<file path="src/design/inj_pkg.sv">
package inj_pkg;

    // ****************************************
    // Sizes
    // ****************************************
    localparam int NCH   = 4;
    localparam int DW    = 16;
    localparam int AW    = 4;
    localparam int PT_W  = 16;
    localparam int WIN_W = 8;
    localparam int IRQ_W = 2 * NCH;

    // ****************************************
    // Timing
    // ****************************************
    localparam int CLK_PERIOD_NS = 50;
    localparam int US_NS         = 1000;
    localparam int CYC_PER_US    = US_NS / CLK_PERIOD_NS;
    localparam int TAKEUP_US     = 125;
    localparam int SHORT_WIN_US  = 20;
    localparam int CYC_W         = 5;
    localparam int US_W          = 7;
    localparam logic [CYC_W-1:0] CYC_LAST  = CYC_W'(CYC_PER_US - 1);
    localparam logic [US_W-1:0]  TAKE_LAST = US_W'(TAKEUP_US - 1);
    localparam logic [WIN_W-1:0] WIN_LEN   = WIN_W'(SHORT_WIN_US);
    localparam logic [WIN_W-1:0] WIN_ONE   = 8'h01;
    localparam logic [PT_W-1:0]  PT_ONE    = 16'h0001;
    localparam logic [PT_W-1:0]  PT_ZERO   = 16'h0000;

    // ****************************************
    // Register map
    // ****************************************
    localparam logic [AW-1:0] A_PEAK0  = 4'h0;
    localparam logic [AW-1:0] A_FLAGS  = 4'h4;
    localparam logic [AW-1:0] A_STATUS = 4'h5;
    localparam logic [AW-1:0] A_MASK   = 4'h6;
    localparam int F_OPEN  = 0;
    localparam int F_SHORT = 4;
    localparam int F_ACT   = 8;
    localparam int F_HOLD  = 12;
    localparam logic [DW-1:0]    RD_ZERO   = 16'h0000;
    localparam logic [IRQ_W-1:0] MASK_RST  = 8'h00;
    localparam logic [7:0]       PAD8      = 8'h00;

endpackage

</file>
<file path="src/design/injector_ctrl.sv">
// The plain strobed port and the placing of the registers were decided locally.
`timescale 1ns/1ps
module injector_ctrl
    import inj_pkg::*;
(
    input  wire logic            clock,
    input  wire logic            arst_n,
    input  wire logic [AW-1:0]   addr,
    input  wire logic [DW-1:0]   wdata,
    input  wire logic            wr,
    input  wire logic            rd,
    output logic      [DW-1:0]   rdata,
    input  wire logic [NCH-1:0]  inj_cmd,
    input  wire logic [NCH-1:0]  at_peak,
    input  wire logic [NCH-1:0]  at_hold,
    input  wire logic [NCH-1:0]  fast_rise,
    input  wire logic [NCH-1:0]  over_cur,
    output logic      [NCH-1:0]  drive,
    output logic      [NCH-1:0]  peak_sel,
    output logic      [NCH-1:0]  regulate,
    output logic                 irq
);

    typedef enum logic [1:0] {
        IDLE,
        PEAK,
        HOLD
    } ch_state_t;

    typedef struct packed {
        ch_state_t [NCH-1:0]            st;
        logic      [NCH-1:0][PT_W-1:0]  peak_req;
        logic      [NCH-1:0][PT_W-1:0]  peak_used;
        logic      [NCH-1:0][PT_W-1:0]  peak_cnt;
        logic      [NCH-1:0][WIN_W-1:0] win_cnt;
        logic      [NCH-1:0]            reached;
        logic      [NCH-1:0]            hold_seen;
        logic      [NCH-1:0]            open_flag;
        logic      [NCH-1:0]            short_flag;
        logic      [IRQ_W-1:0]          status;
        logic      [IRQ_W-1:0]          mask;
        logic      [DW-1:0]             rdata;
    } ctrl_state_t;

    ctrl_state_t s;
    ctrl_state_t next_s;
    logic        us_tick;
    logic        take_tick;

    // ****************************************
    // Time base
    // ****************************************
    tick_gen u_tick (
        .clock     (clock),
        .arst_n    (arst_n),
        .us_tick   (us_tick),
        .take_tick (take_tick)
    );

    // ****************************************
    // Next state
    // ****************************************
    always_comb begin
        logic [IRQ_W-1:0] ev;
        logic [NCH-1:0]   act;
        logic [NCH-1:0]   hold_ph;
        logic             early;
        logic             shorted;
        ev      = '0;
        act     = '0;
        hold_ph = '0;
        early   = 1'b0;
        shorted = 1'b0;
        next_s  = s;

        // Register writes
        if (wr) begin
            if (addr < A_FLAGS) begin
                next_s.peak_req[addr[1:0]] = wdata;
            end
            if (addr == A_FLAGS) begin
                for (int i = 0; i < NCH; i++) begin
                    if (wdata[F_OPEN + i]) begin
                        next_s.open_flag[i] = 1'b0;
                    end
                    // Clear refused mid-command so a live short stays latched
                    if (wdata[F_SHORT + i] && !inj_cmd[i]) begin
                        next_s.short_flag[i] = 1'b0;
                    end
                end
            end
            if (addr == A_MASK) begin
                next_s.mask = wdata[IRQ_W-1:0];
            end
        end

        // Peak time only moves on the takeup tick
        if (take_tick) begin
            next_s.peak_used = s.peak_req;
        end

        // Channels, all alike and independent
        for (int i = 0; i < NCH; i++) begin
            early   = s.win_cnt[i] < WIN_LEN;
            shorted = early ? fast_rise[i] : over_cur[i];
            act[i]     = s.st[i] != IDLE;
            hold_ph[i] = s.st[i] == HOLD;
            case (s.st[i])
                IDLE: begin
                    if (inj_cmd[i] && !s.short_flag[i]) begin
                        next_s.st[i]        = (s.peak_used[i] == PT_ZERO) ? HOLD : PEAK;
                        next_s.peak_cnt[i]  = PT_ZERO;
                        next_s.win_cnt[i]   = '0;
                        next_s.reached[i]   = 1'b0;
                        next_s.hold_seen[i] = 1'b0;
                    end
                end
                PEAK, HOLD: begin
                    if (at_peak[i] || at_hold[i]) begin
                        next_s.reached[i] = 1'b1;
                    end
                    if (at_hold[i]) begin
                        next_s.hold_seen[i] = 1'b1;
                    end
                    if (us_tick && early) begin
                        next_s.win_cnt[i] = s.win_cnt[i] + WIN_ONE;
                    end
                    if (!inj_cmd[i]) begin
                        next_s.st[i] = IDLE;
                        if (!(s.reached[i] || at_peak[i] || at_hold[i])) begin
                            next_s.open_flag[i] = 1'b1;
                            ev[F_OPEN + i]      = 1'b1;
                        end
                    end else if (shorted) begin
                        // Early: rise rate; later: overcurrent
                        next_s.st[i]         = IDLE;
                        next_s.short_flag[i] = 1'b1;
                        ev[F_SHORT + i]      = 1'b1;
                    end else if (s.st[i] == PEAK) begin
                        if (s.peak_cnt[i] >= s.peak_used[i]) begin
                            next_s.st[i] = HOLD;
                        end else if (us_tick) begin
                            next_s.peak_cnt[i] = s.peak_cnt[i] + PT_ONE;
                        end
                    end
                end
                default: begin
                    next_s.st[i] = IDLE;
                end
            endcase
        end

        // Read data, one cycle after the strobe
        next_s.rdata = RD_ZERO;
        if (rd) begin
            if (addr < A_FLAGS) begin
                next_s.rdata = s.peak_req[addr[1:0]];
            end else if (addr == A_FLAGS) begin
                next_s.rdata = {hold_ph, act, s.short_flag, s.open_flag};
            end else if (addr == A_STATUS) begin
                next_s.rdata = {PAD8, s.status};
                next_s.status = '0;
            end else if (addr == A_MASK) begin
                next_s.rdata = {PAD8, s.mask};
            end
        end

        // Set beats the read clear
        next_s.status = next_s.status | ev;
    end

    always_ff @(posedge clock or negedge arst_n) begin
        if (!arst_n) begin
            s <= '0;
        end else begin
            s <= next_s;
        end
    end

    // ****************************************
    // Outputs
    // ****************************************
    for (genvar g = 0; g < NCH; g++) begin : g_out
        assign drive[g]    = s.st[g] != IDLE;
        assign peak_sel[g] = s.st[g] == PEAK;
        // Regulated in peak; in hold, full on until hold current is first seen
        assign regulate[g] = (s.st[g] == PEAK) || (s.st[g] == HOLD && s.hold_seen[g]);
    end

    assign rdata = s.rdata;
    assign irq   = |(s.status & s.mask);

    // Helper terms for the checks below
    logic shorted_0;
    logic ev_none;
    assign shorted_0 = (s.win_cnt[0] < WIN_LEN) ? fast_rise[0] : over_cur[0];
    // All idle, so no event can refill status at the read edge
    assign ev_none   = ~|(next_s.status & ~s.status) && ~|(s.st);
endmodule // injector_ctrl

</file>
<file path="src/design/tick_gen.sv">
`timescale 1ns/1ps
module tick_gen
    import inj_pkg::*;
(
    input  wire logic clock,
    input  wire logic arst_n,
    output logic      us_tick,
    output logic      take_tick
);

    typedef struct packed {
        logic [CYC_W-1:0] cyc;
        logic [US_W-1:0]  us;
        logic             us_tick;
        logic             take_tick;
    } tick_state_t;

    tick_state_t s;
    tick_state_t next_s;

    // ****************************************
    // Divider chain
    // ****************************************
    always_comb begin
        next_s           = s;
        next_s.us_tick   = 1'b0;
        next_s.take_tick = 1'b0;
        if (s.cyc == CYC_LAST) begin
            next_s.cyc     = '0;
            next_s.us_tick = 1'b1;
            if (s.us == TAKE_LAST) begin
                next_s.us        = '0;
                next_s.take_tick = 1'b1;
            end else begin
                next_s.us = s.us + 7'h01;
            end
        end else begin
            next_s.cyc = s.cyc + 5'h01;
        end
    end

    always_ff @(posedge clock or negedge arst_n) begin
        if (!arst_n) begin
            s <= '0;
        end else begin
            s <= next_s;
        end
    end

    assign us_tick   = s.us_tick;
    assign take_tick = s.take_tick;

endmodule // tick_gen

</file>
<file path="config.mk">
export PLATFORM = sky130hd
export DESIGN_NAME = injector_ctrl
export DESIGN_NICKNAME = d
export VERILOG_FILES = /design/src/design/inj_pkg.sv /design/src/design/injector_ctrl.sv /design/src/design/tick_gen.sv
export SDC_FILE = /design/constraint.sdc
export NUM_CORES = 1
export LEC_CHECK = 0
export ABC_AREA = 1
export CAP_MARGIN = 20
export CORE_UTILIZATION = 40
export CTS_CLUSTER_SIZE = 10
export DETAILED_ROUTE_END_ITERATION = 10
export DONT_BUFFER_PORTS = 1
export PLACE_DENSITY = 0.52
export SYNTH_ARGS = -nofsm -noshare
export SYNTH_HDL_FRONTEND = slang
export SYNTH_SLANG_ARGS = --single-unit
</file>
<file path="constraint.sdc">
create_clock -name clock -period 2.25 [get_ports clock]
set_input_delay 0.45 -clock clock [delete_from_list [all_inputs] [get_ports clock]]
set_output_delay 0.45 -clock clock [all_outputs]
set_load 0.02 [all_outputs]
</file>
Word-level counts from Yosys, hierarchy flattened
Index checks and enable logic that the tools add are counted.
W data, S select, Z words.
{"block": "totals", "regBits": 294, "output_inout_bits": 29, "word_cells": 369}
{"block": "classes", "n_addsub": 10, "magnitude_cmp": 11, "eq_ne": 57, "n_mux": 168, "bitwise": 2, "reduce_logical": 84}
{"op": "$mux W16", "n": 29}
{"op": "$mux W8", "n": 16}
{"op": "$pmux W16 S2", "n": 4}
{"op": "$mux W1", "n": 73}
{"op": "$add A16 B1 Y16 const B", "n": 4}
{"op": "$bwmux W64", "n": 1}
{"op": "$ge A16 B16 Y1", "n": 4}
{"op": "$logic_not A16 Y1", "n": 4}
{"op": "$ne A2 B2 Y1 const B", "n": 32}
{"op": "$pmux W8 S2", "n": 4}
{"op": "$mux W2", "n": 25}
{"op": "$reduce_and A3 Y1", "n": 16}
{"op": "$add A8 B1 Y8 const B", "n": 4}
{"op": "$bmux W16 S2", "n": 1}
{"op": "$demux W16 S2", "n": 1}
{"op": "$lt A8 B5 Y1 const B", "n": 4}
{"op": "$ne A4 B4 Y1 const B", "n": 8}
{"op": "$reduce_and A7 Y1", "n": 4}
{"op": "$logic_and A1 B1 Y1", "n": 17}
{"op": "$logic_or A1 B1 Y1", "n": 16}
{"op": "$pmux W1 S2", "n": 8}
{"op": "$pmux W2 S2", "n": 4}
{"op": "$reduce_bool A2 Y1", "n": 8}
{"op": "$eq A4 B3 Y1 const B", "n": 3}
{"op": "other kinds (19)", "n": 42}

Longest topological paths before layout
Gate-level depths: netlist (run 1).
{"block": "logic_depth", "depth_word": 8, "depth_mapped": 16, "mapped_depth_nobuf": 16}

Modules after synthesis
Synthesis (run 1) repeated with hierarchy kept, for this count alone.
{"block": "hier_totals", "hier_cells": 2127, "hier_area_um2": 16355.7}
{"mod": "injector_ctrl", "instances": 1, "cells_per_inst": 2051, "area_per_inst_um2": 15642.5, "seq_area_each_um2": 7006.7}
{"mod": "tick_gen", "instances": 1, "cells_per_inst": 76, "area_per_inst_um2": 713.2, "seq_area_each_um2": 350.3}

Worst setup path before layout (run 1)
Ideal clock, no wire load.
{"block": "synth_path", "kind": "register to register", "from": "reg s[278] (netlist name)", "to": "reg s[138] (netlist name)", "setup_time_ps": 117, "t_arrival_ps": 1831, "slack_ps": 302, "path_stages_with_launch": 12, "synth_period_minus_slack_ps": 1948, "path_cell_list": "dfrtp_1 > inv_1 > ha_1 > buf_2 > inv_1 > buf_2 > o21ai_1 > nor3_4 > nand2_2 > buf_2 > nand2_1 > nand2_1"}
{"block": "synth_via", "elab_chain_len": 4, "word_cells_on_any_way": 13, "classes_between": "eq/ne: 8; mux: 1; reduce/logical: 4"}
{"element": "start: declaration", "line": "injector_ctrl.sv:45", "rtl": "ctrl_state_t s;"}
{"element": "start signal: assignment", "line": "injector_ctrl.sv:176", "rtl": "s <= next_s;"}
{"element": "$eq A2 B1 Y1 or $eq A2 B2 Y1 (tied branches)", "line": "injector_ctrl.sv:108, injector_ctrl.sv:139"}
{"element": "$reduce_or A2 Y1", "line": "injector_ctrl.sv:108", "rtl": "case (s.st[i])"}
{"element": "$ne A2 B1 Y1 (no source line) (tied with other cells)"}
{"element": "$reduce_and A7 Y1 (no source line)"}
Parallel ways exist; a longest one is shown, timed or not.
A chain may end at the register's enable or synchronous reset.

Final worst setup path (run 1)
{"block": "layout_path", "from": "reg s[279] (netlist name)", "to": "out regulate[3]"}
{"block": "layout_via", "word_cells_on_any_way": 4, "classes_between": "eq/ne: 2; reduce/logical: 2"}
{"element": "$eq A2 B1 Y1"}
{"element": "named net peak_sel[3]", "line": "injector_ctrl.sv:19", "rtl": "output logic [NCH-1:0] peak_sel,"}
{"element": "$logic_or A1 B1 Y1", "line": "injector_ctrl.sv:187", "rtl": "assign regulate[g] = (s.st[g] == PEAK) || (s.st[g] == HOLD && s.hold_seen[g]);"}
{"element": "end: declaration", "line": "injector_ctrl.sv:20", "rtl": "output logic [NCH-1:0] regulate,"}
The timed path passes the listed nets, and every way through them passes these cells.

==> results of run 1 <==
-- state kept, by name (all words and copies together), names as in the netlist --
name	cells
s	264
u_tick.take_tick	1
u_tick.us_tick	1
u_tick.s	12
rdata	16
-- cell type report --
cell class | count | share of cell area [%]
Multi-Input combinational cell | 1399 | 41.1
Clock inverter | 3 | 0.105
Antenna cell | 1 | 0.0140
Inverter | 271 | 5.69
Sequential cell | 294 | 41.2
Clock buffer | 53 | 6.09
Tap cell | 525 | 3.68
Timing Repair Buffer | 49 | 2.13
-- Yosys cell counts, types with 14 or more instances --
library cell | number | share of area (%)
clkbuf_1 | 40 | 0.93
o21ai_0 | 201 | 6.3
buf_4 | 18 | 0.84
xor2_1 | 22 | 1.2
nor2_1 | 162 | 3.8
nand4_1 | 41 | 1.6
nand3_1 | 132 | 4.1
nor3_1 | 42 | 1.3
dfrtp_1 | 294 | 46
inv_1 | 264 | 6.2
ha_1 | 91 | 7.1
nand2_1 | 492 | 11
o22ai_1 | 22 | 0.86
a21oi_1 | 80 | 2.5
o21ai_1 | 20 | 0.62
or2_2 | 14 | 0.54
-- cell usage in the layout (no fill, tap or decap), types with 6 or more instances in the layout --
| cell | count |
|---|---|
| ha_1 | 88 |
| o21ai_1 | 20 |
| nor2_1 | 161 |
| clkbuf_8 | 6 |
| o21ai_0 | 201 |
| inv_2 | 6 |
| inv_1 | 264 |
| dfrtp_1 | 293 |
| nand3b_1 | 6 |
| buf_4 | 48 |
| o31a_1 | 8 |
| nand2_2 | 12 |
| nor3_1 | 42 |
| a21oi_1 | 80 |
| nand4_1 | 41 |
| nand3_1 | 132 |
| o21bai_1 | 8 |
| a211oi_1 | 10 |
| or2_2 | 14 |
| xor2_1 | 22 |
| clkbuf_16 | 39 |
| o22ai_1 | 22 |
| nand2_1 | 492 |
| clkbuf_1 | 8 |
-- layer usage --
metal | track usage [%] | wire [µm] | share of wire, % | up-vias
met5 | 0 | 0 | 0 | -
met4 | 6.15 | 916 | 2.1 | 0
li1 | - | - | - | 6663
met2 | 32.9 | 18900 | 43 | 275
met3 | 4.45 | 2360 | 5.4 | 59
met1 | 31.9 | 21500 | 49 | 6175
-- worst min-delay path by stage --
| stage | cells past startpoint | endpoint | slack, ns | start |
|---|---|---|---|---|
| after detailed placement | 0 | s[80]$_DFFE_PN0P_ | 0.17 | arst_n |
| after floorplan | 0 | rdata[0]$_DFF_PN0_ | 0.15 | arst_n |
| after global routing | 0 | s[80]$_DFFE_PN0P_ | -0.42 | arst_n |
| after global placement | 0 | s[84]$_DFFE_PN0P_ | 0.17 | arst_n |
| final | 0 | s[80]$_DFFE_PN0P_ | -0.39 | arst_n |
| after CTS | 0 | s[80]$_DFFE_PN0P_ | -0.42 | arst_n |
-- per-stage QoR --
step,hold WS (ns),instance area [µm²],util (%),cells
6_report,-0.394,17900,45.0,2595
5_1_grt,-0.419,17900,45.0,2595
4_1_cts,-0.420,17800,44.9,2594
3_5_place_dp,0.169,16700,42.1,2538
3_3_place_gp,0.169,16700,42.1,2538
2_1_floorplan,0.154,16100,-,2040
-- critical path, delay by kind of cell, from the launching register on --
family / cells / cell delay, ns
adders and majority gates: 1 / 0.37
AOI/OAI and AO/OA: 1 / 0.29
buffers and inverters: 1 / 0.10
DFF: 1 / 0.42
-- power by group --
part	internal, mW	switching, mW	total, mW
combinational	1.29	2.56	3.85
clock	3.32	2.24	5.55
sequential	5.94	0.593	6.53
total	10.6	5.39	15.9
-- cell families after synthesis --
logic type,Yosys count,synth area share (%)
AND/OR/NAND/NOR,920,24.6
AO/OA/AOI/OAI,364,12.5
buffers and inverters,347,8.85
flip-flops,294,45.7
adder cells (fa/ha/maj),91,7.07
XOR/XNOR,24,1.31
-- repair_timing --
item	CTS	global route
endpoints found under the setup margin	2	3
gates resized for setup	3	4
gates cloned	0	0
hold endpoints to repair	294	294
==> impl_metrics.yaml, run 1 <==
timing:
  final-hold-violation-count: 294
  max_slew_margin_pct: 50.0
  period_needed_ns: 2.17
  rsz0062_at_grt: "no"
  drv_slew: 0
  clock_skew_ns: 0.0118
  setup-violations-final: 0
  timing.hold.ws_ns: -0.394
  min_period_over_period_pct: 96.4
  worst_pin_slew_ns: 0.750
  timing.fmax_mhz: 461
  tns_ns: 0
  fin_ws_ns: 0.0820
synth:
  syn_area_per_cell_um2: 7.89
  synthArstFlopShare_pct: 100
  syn_area_um2: 16100
  synth-seq-cells: 294
  synth_nets: 2175
  seq_area_frac_synth_pct: 45.7
  syn_inst: 2040
  yosysWarnings: 0
  yosysUniqueCellTypes: 39
  ys.flop_type: "dfrtp_1"
  synth_edf_count: 0
floorplanning:
  core_area_um2: 39700
  dieArea_um2: 41000
  rows: 73
  die_y_um: 203
  fp.dieW_um: 203
  io_pins: 73
  start_util_pct: 40.5
layout:
  nets: 2187
  multi_input_comb_area_um2: 7340
  drive_above_1_share_pct: 7.49
  register_area_um2: 7360
  fill_cells: 3931
  area_delta_synth_final_pct: 11.0
power:
  pwr_density_cell_nw_per_um2: 892
  p_total_mw: 15.9
  p_leak_nw: 8.85
  ir_drop_v: 0.000453
grt:
  grt_overflow_total: 0
  grt_max_degree: 295
  grt_pass1_wl_um: 71100
  antenna_found_initial: 2
  grt_pass1_vias: 12700
  grt_usage_pct: 21.9
routing:
  drc_errors: 0
  num_vias: 13200
  wl_um: 43700
  wl_per_cell_um: 16.8
  postRouteAntennaNets: 0
  first_pass_iters: 6
  vias_per_cell: 5.08
  drt_iter0_drc: 1064
flow_run:
  max_cap_viol_count: 0
clock_tree:
  cts_buffers: 37
  clkLatencyLatePin_ns: 0.54
  cts_tree: "done"
  clk_pin_slew_worst_paths_ns: 0.05
  htreeDepth: 2
  clock-sinks: 294
  cts-root-buf: "clkbuf_16"
  clockBufferDepth: 3
  post_cts_buffers: 0
worst_setup_path:
  timing.rr.start: "s[123]$_DFFE_PN0P_"
  setup.worst_path.end_class: "output port"
  worstSetupPathType: "register to output port"
  critPathArrivalTime_ns: 1.72
  crit_chain: "inv_1, ha_1, o21bai_1"
  crit_fanout: 5
  rr_endpoint: "s[113]$_DFFE_PN0P_"
  r2r_slack_ns: 0.16
  critPathLaunchType: "register"
  slowest_stage: "dfrtp_1"
  crit_path_start: "s[279]$_DFFE_PN0P_"
  crit_required_ns: 1.80
  worstRegToRegCells: 9
  cp_slowest_stage_delay_ns: 0.42
  crit_end: "regulate[3]"
placement:
  dp_slack_ns: 0.131
  routabilityCongestion: 0.868
  port_buffers: 0
  dp_hpwl_um: 31500
outcome:
  violations: "negative hold slack"
  status: "complete, but fails checks"
worst_hold_path:
  hp-class: "input pin to async pin"
Power figures use the tool's default switching activity.
==> run 2, diff against run 1 <==
- ABC_AREA: 1 -> 0
- CORE_UTILIZATION: 40 -> 30
- PLACE_DENSITY: 0.52 -> 0.42
- REMOVE_ABC_BUFFERS: not set -> 1
==> impl_metrics.yaml, run 2 <==
outcome:
  status: "complete, but fails checks"
  violations: "design-rule violations, negative hold slack, negative setup slack"
layout:
  area_delta_synth_final_pct: 25.0
  top_register: "s"
  largest_reg_flops: 264
  post-route-util_pct: 38.0
  layout_common_cells: "290 x dfrtp_1, 201 x buf_4, 197 x nand2_1"
  nets: 1922
  fill_cells: 5264
  diodes: 0
  final_common_cell: "dfrtp_1"
  drive_above_1_share_pct: 27.6
  fin_cells: 2499
  final_area_um2: 20100
placement:
  dp_hpwl_um: 33900
  port_buffers: 0
  routabilityCongestion: 0.794
  placedCellCount: 2415
  dpl_cell_area_um2: 18100
timing:
  worst_pin_slew_ns: 0.963
  min_period_over_period_pct: 102
  rsz0062_at_grt: "yes"
  timing.fmax_mhz: 434
  timing.hold.ws_ns: -0.393
  drv_slew: 0
  max_slew_margin_pct: 35.8
  setup-violations-final: 13
  clock_skew_ns: 0.0235
  final-hold-violation-count: 294
  fin_ws_ns: -0.0546
  period_needed_ns: 2.30
clock_tree:
  clock-sinks: 294
  clockBufferDepth: 3
  postCtsHoldBufs: 2
  clk_pin_slew_worst_paths_ns: 0.06
  htreeDepth: 2
  cts_tree: "done"
  cts_buffers: 39
  clkLatencyLatePin_ns: 0.57
  cts-root-buf: "clkbuf_16"
synth:
  synth_area_leaders: "dfrtp_1 46%, ha_1 7.1%, mux2_2 6.3%"
  yosysWarnings: 0
  yosysTopAreaCell: "dfrtp_1"
  seq_area_frac_synth_pct: 45.8
  syn_inst: 1618
  synthArstFlopShare_pct: 100
  yosys.cell_count.top_type: "dfrtp_1"
  syn_area_um2: 16100
  synth_commonest_cells: "294 x dfrtp_1, 198 x nand2_1, 105 x o21ai_0"
  netlist.area_leader.share_pct: 45.8
  ys.flop_type: "dfrtp_1"
  yosysUniqueCellTypes: 77
  synth_edf_count: 0
  syn_area_per_cell_um2: 9.92
  synth-seq-cells: 294
routing:
  vias_per_cell: 5.17
  postRouteAntennaNets: 0
  drc_errors: 14
  wl_per_cell_um: 19.4
  first_pass_iters: 8
  wl_um: 48400
  num_vias: 12900
  drt_iter0_drc: 748
power:
  ir_drop_v: 0.000601
  seq_power_share_pct: 37.2
  share_comb_of_total_power_pct: 30.6
  pwr_density_cell_nw_per_um2: 931
  p_leak_nw: 8.82
  p_sw_mw: 6.36
  clkPwrFrac_pct: 32.3
  swShare_pct: 34.0
  internal-power_mw: 12.3
grt:
  antenna_found_initial: 2
  grt_pass1_wl_um: 76100
  grt_usage_pct: 18.0
  grt_max_degree: 295
  grt_overflow_total: 0
  grt_pass1_vias: 13100
worst_setup_path:
  slowest_stage: "dfrtp_1"
  worstSetupPathType: "register to register"
  crit_required_ns: 2.69
  crit_fanout: 4
  setup.worst_path.end_class: "register"
  critPathArrivalTime_ns: 2.75
  critPathLaunchType: "register"
  crit_chain: "ha_4, nand2b_4, a2111o_1, a311o_2, o21a_1, o21ai_2, mux2_4"
  cp_slowest_stage_delay_ns: 0.41
flow_run:
  max_cap_viol_count: 0
worst_hold_path:
  hp-class: "input pin to async pin"
floorplanning:
  fp.dieW_um: 233
  io_pins: 73
  die_y_um: 233
  dieArea_um2: 54500
  start_util_pct: 30.4
  rows: 84
  core_area_um2: 52800
## run 2: cell count changes in the layout (fill, tap and decap cells not counted), sizes merged, moves of 25 or more
| cell | previous run | this run |
|---|---|---|
| nand3 | 132 | 54 |
| buf | 49 | 216 |
| nor2 | 167 | 80 |
| and3 | 0 | 36 |
| mux2 | 0 | 92 |
| inv | 271 | 97 |
| nand2 | 507 | 198 |
| a31oi | 0 | 25 |
| o21ai | 224 | 107 |
## run 2: final timing paths
path / start / endpoint / slack, ns / cells past startpoint
min: arst_n / s[279]$_DFFE_PN0P_ / -0.39 / 0
max in group asynchronous: arst_n / s[90]$_DFFE_PN0P_ / 1.80 / 0
max: s[144]$_DFFE_PN0P_ / s[273]$_DFFE_PN0P_ / -0.05 / 7
min in group clock: rd / rdata[1]$_DFF_PN0_ / 0.03 / 1
min reg2reg: u_tick.s[9]$_DFF_PN0_ / u_tick.s[9]$_DFF_PN0_ / 0.46 / 1
max reg2reg: s[144]$_DFFE_PN0P_ / s[273]$_DFFE_PN0P_ / -0.05 / 7
## run 2: per-layer routing
| layer | vias to the layer above | global-route usage (%) | routed length [µm] |
|---|---|---|---|
| li1 | 6207 | - | - |
| met1 | 6463 | 25.3 | 23200 |
| met2 | 200 | 27.9 | 21900 |
| met3 | 60 | 3.54 | 2240 |
| met4 | 2 | 4.80 | 991 |
| met5 | - | 0 | 9 |
## run 2: logic make-up (layout without fill, tap and decap cells)
| kind of cell | after synthesis | count (layout) | share of synthesized area [%] |
|---|---|---|---|
| DFF | 294 | 294 | 45.8 |
| and+or+nand+nor | 556 | 556 | 17.6 |
| xor gates and xnor gates | 13 | 13 | 0.709 |
| adders and majority gates | 91 | 91 | 7.09 |
| muxes | 120 | 120 | 9.47 |
| AOI/OAI and AO/OA | 358 | 358 | 14.4 |
| buffers and inverters | 186 | 379 | 4.89 |
## run 2: power by group through the flow
stage	combinational [mW]	sequential (mW)	clock, mW
6_report	5.71	6.94	6.03
5_1_grt	6.31	7.05	6.47
4_1_cts	5.47	6.93	6.24
3_5_place_dp	5.32	7.00	0
3_3_place_gp	5.24	6.99	0
2_1_floorplan	3.28	6.76	0
## run 2: final cells by class
class	instances	area [µm²]	share of cell area [%]
multi-input cells	1138	8500	42.4
repair buffers	218	1770	8.80
inverters	96	360	1.80
flip-flops and latches	294	7360	36.7
clock buffers	55	1130	5.62
clock inverters	10	90.1	0.449
well taps	688	861	4.29
## run 2: what timing repair did
item	CTS	global route
endpoints found under the hold margin	297	294
buffers inserted	11	8
pin swaps	36	32
endpoints found under the setup margin	38	72
resized for setup	57	80
gates cloned	0	1
## run 2: critical path, delay by kind of cell (launching register included)
| kind | cells | cell delay, ns |
|---|---|---|
| AO/OA/AOI/OAI | 4 | 1.10 |
| adder cells (fa/ha/maj) | 1 | 0.24 |
| flip-flops | 1 | 0.41 |
| multiplexers | 1 | 0.31 |
| AND/OR/NAND/NOR | 1 | 0.12 |
## run 2: stage by stage
step	setup WS (ns)	power, mW	TNS, ns	hold WS (ns)
final	-0.0546	18.7	-0.338	-0.393
after global routing	-0.157	19.8	-2.32	-0.428
after CTS	-0.180	18.6	-1.81	-0.438
after detailed placement	-0.325	12.3	-4.12	0.177
after global placement	-0.272	12.2	-3.67	0.178
after floorplan	-0.427	10.0	-15.30	0.154
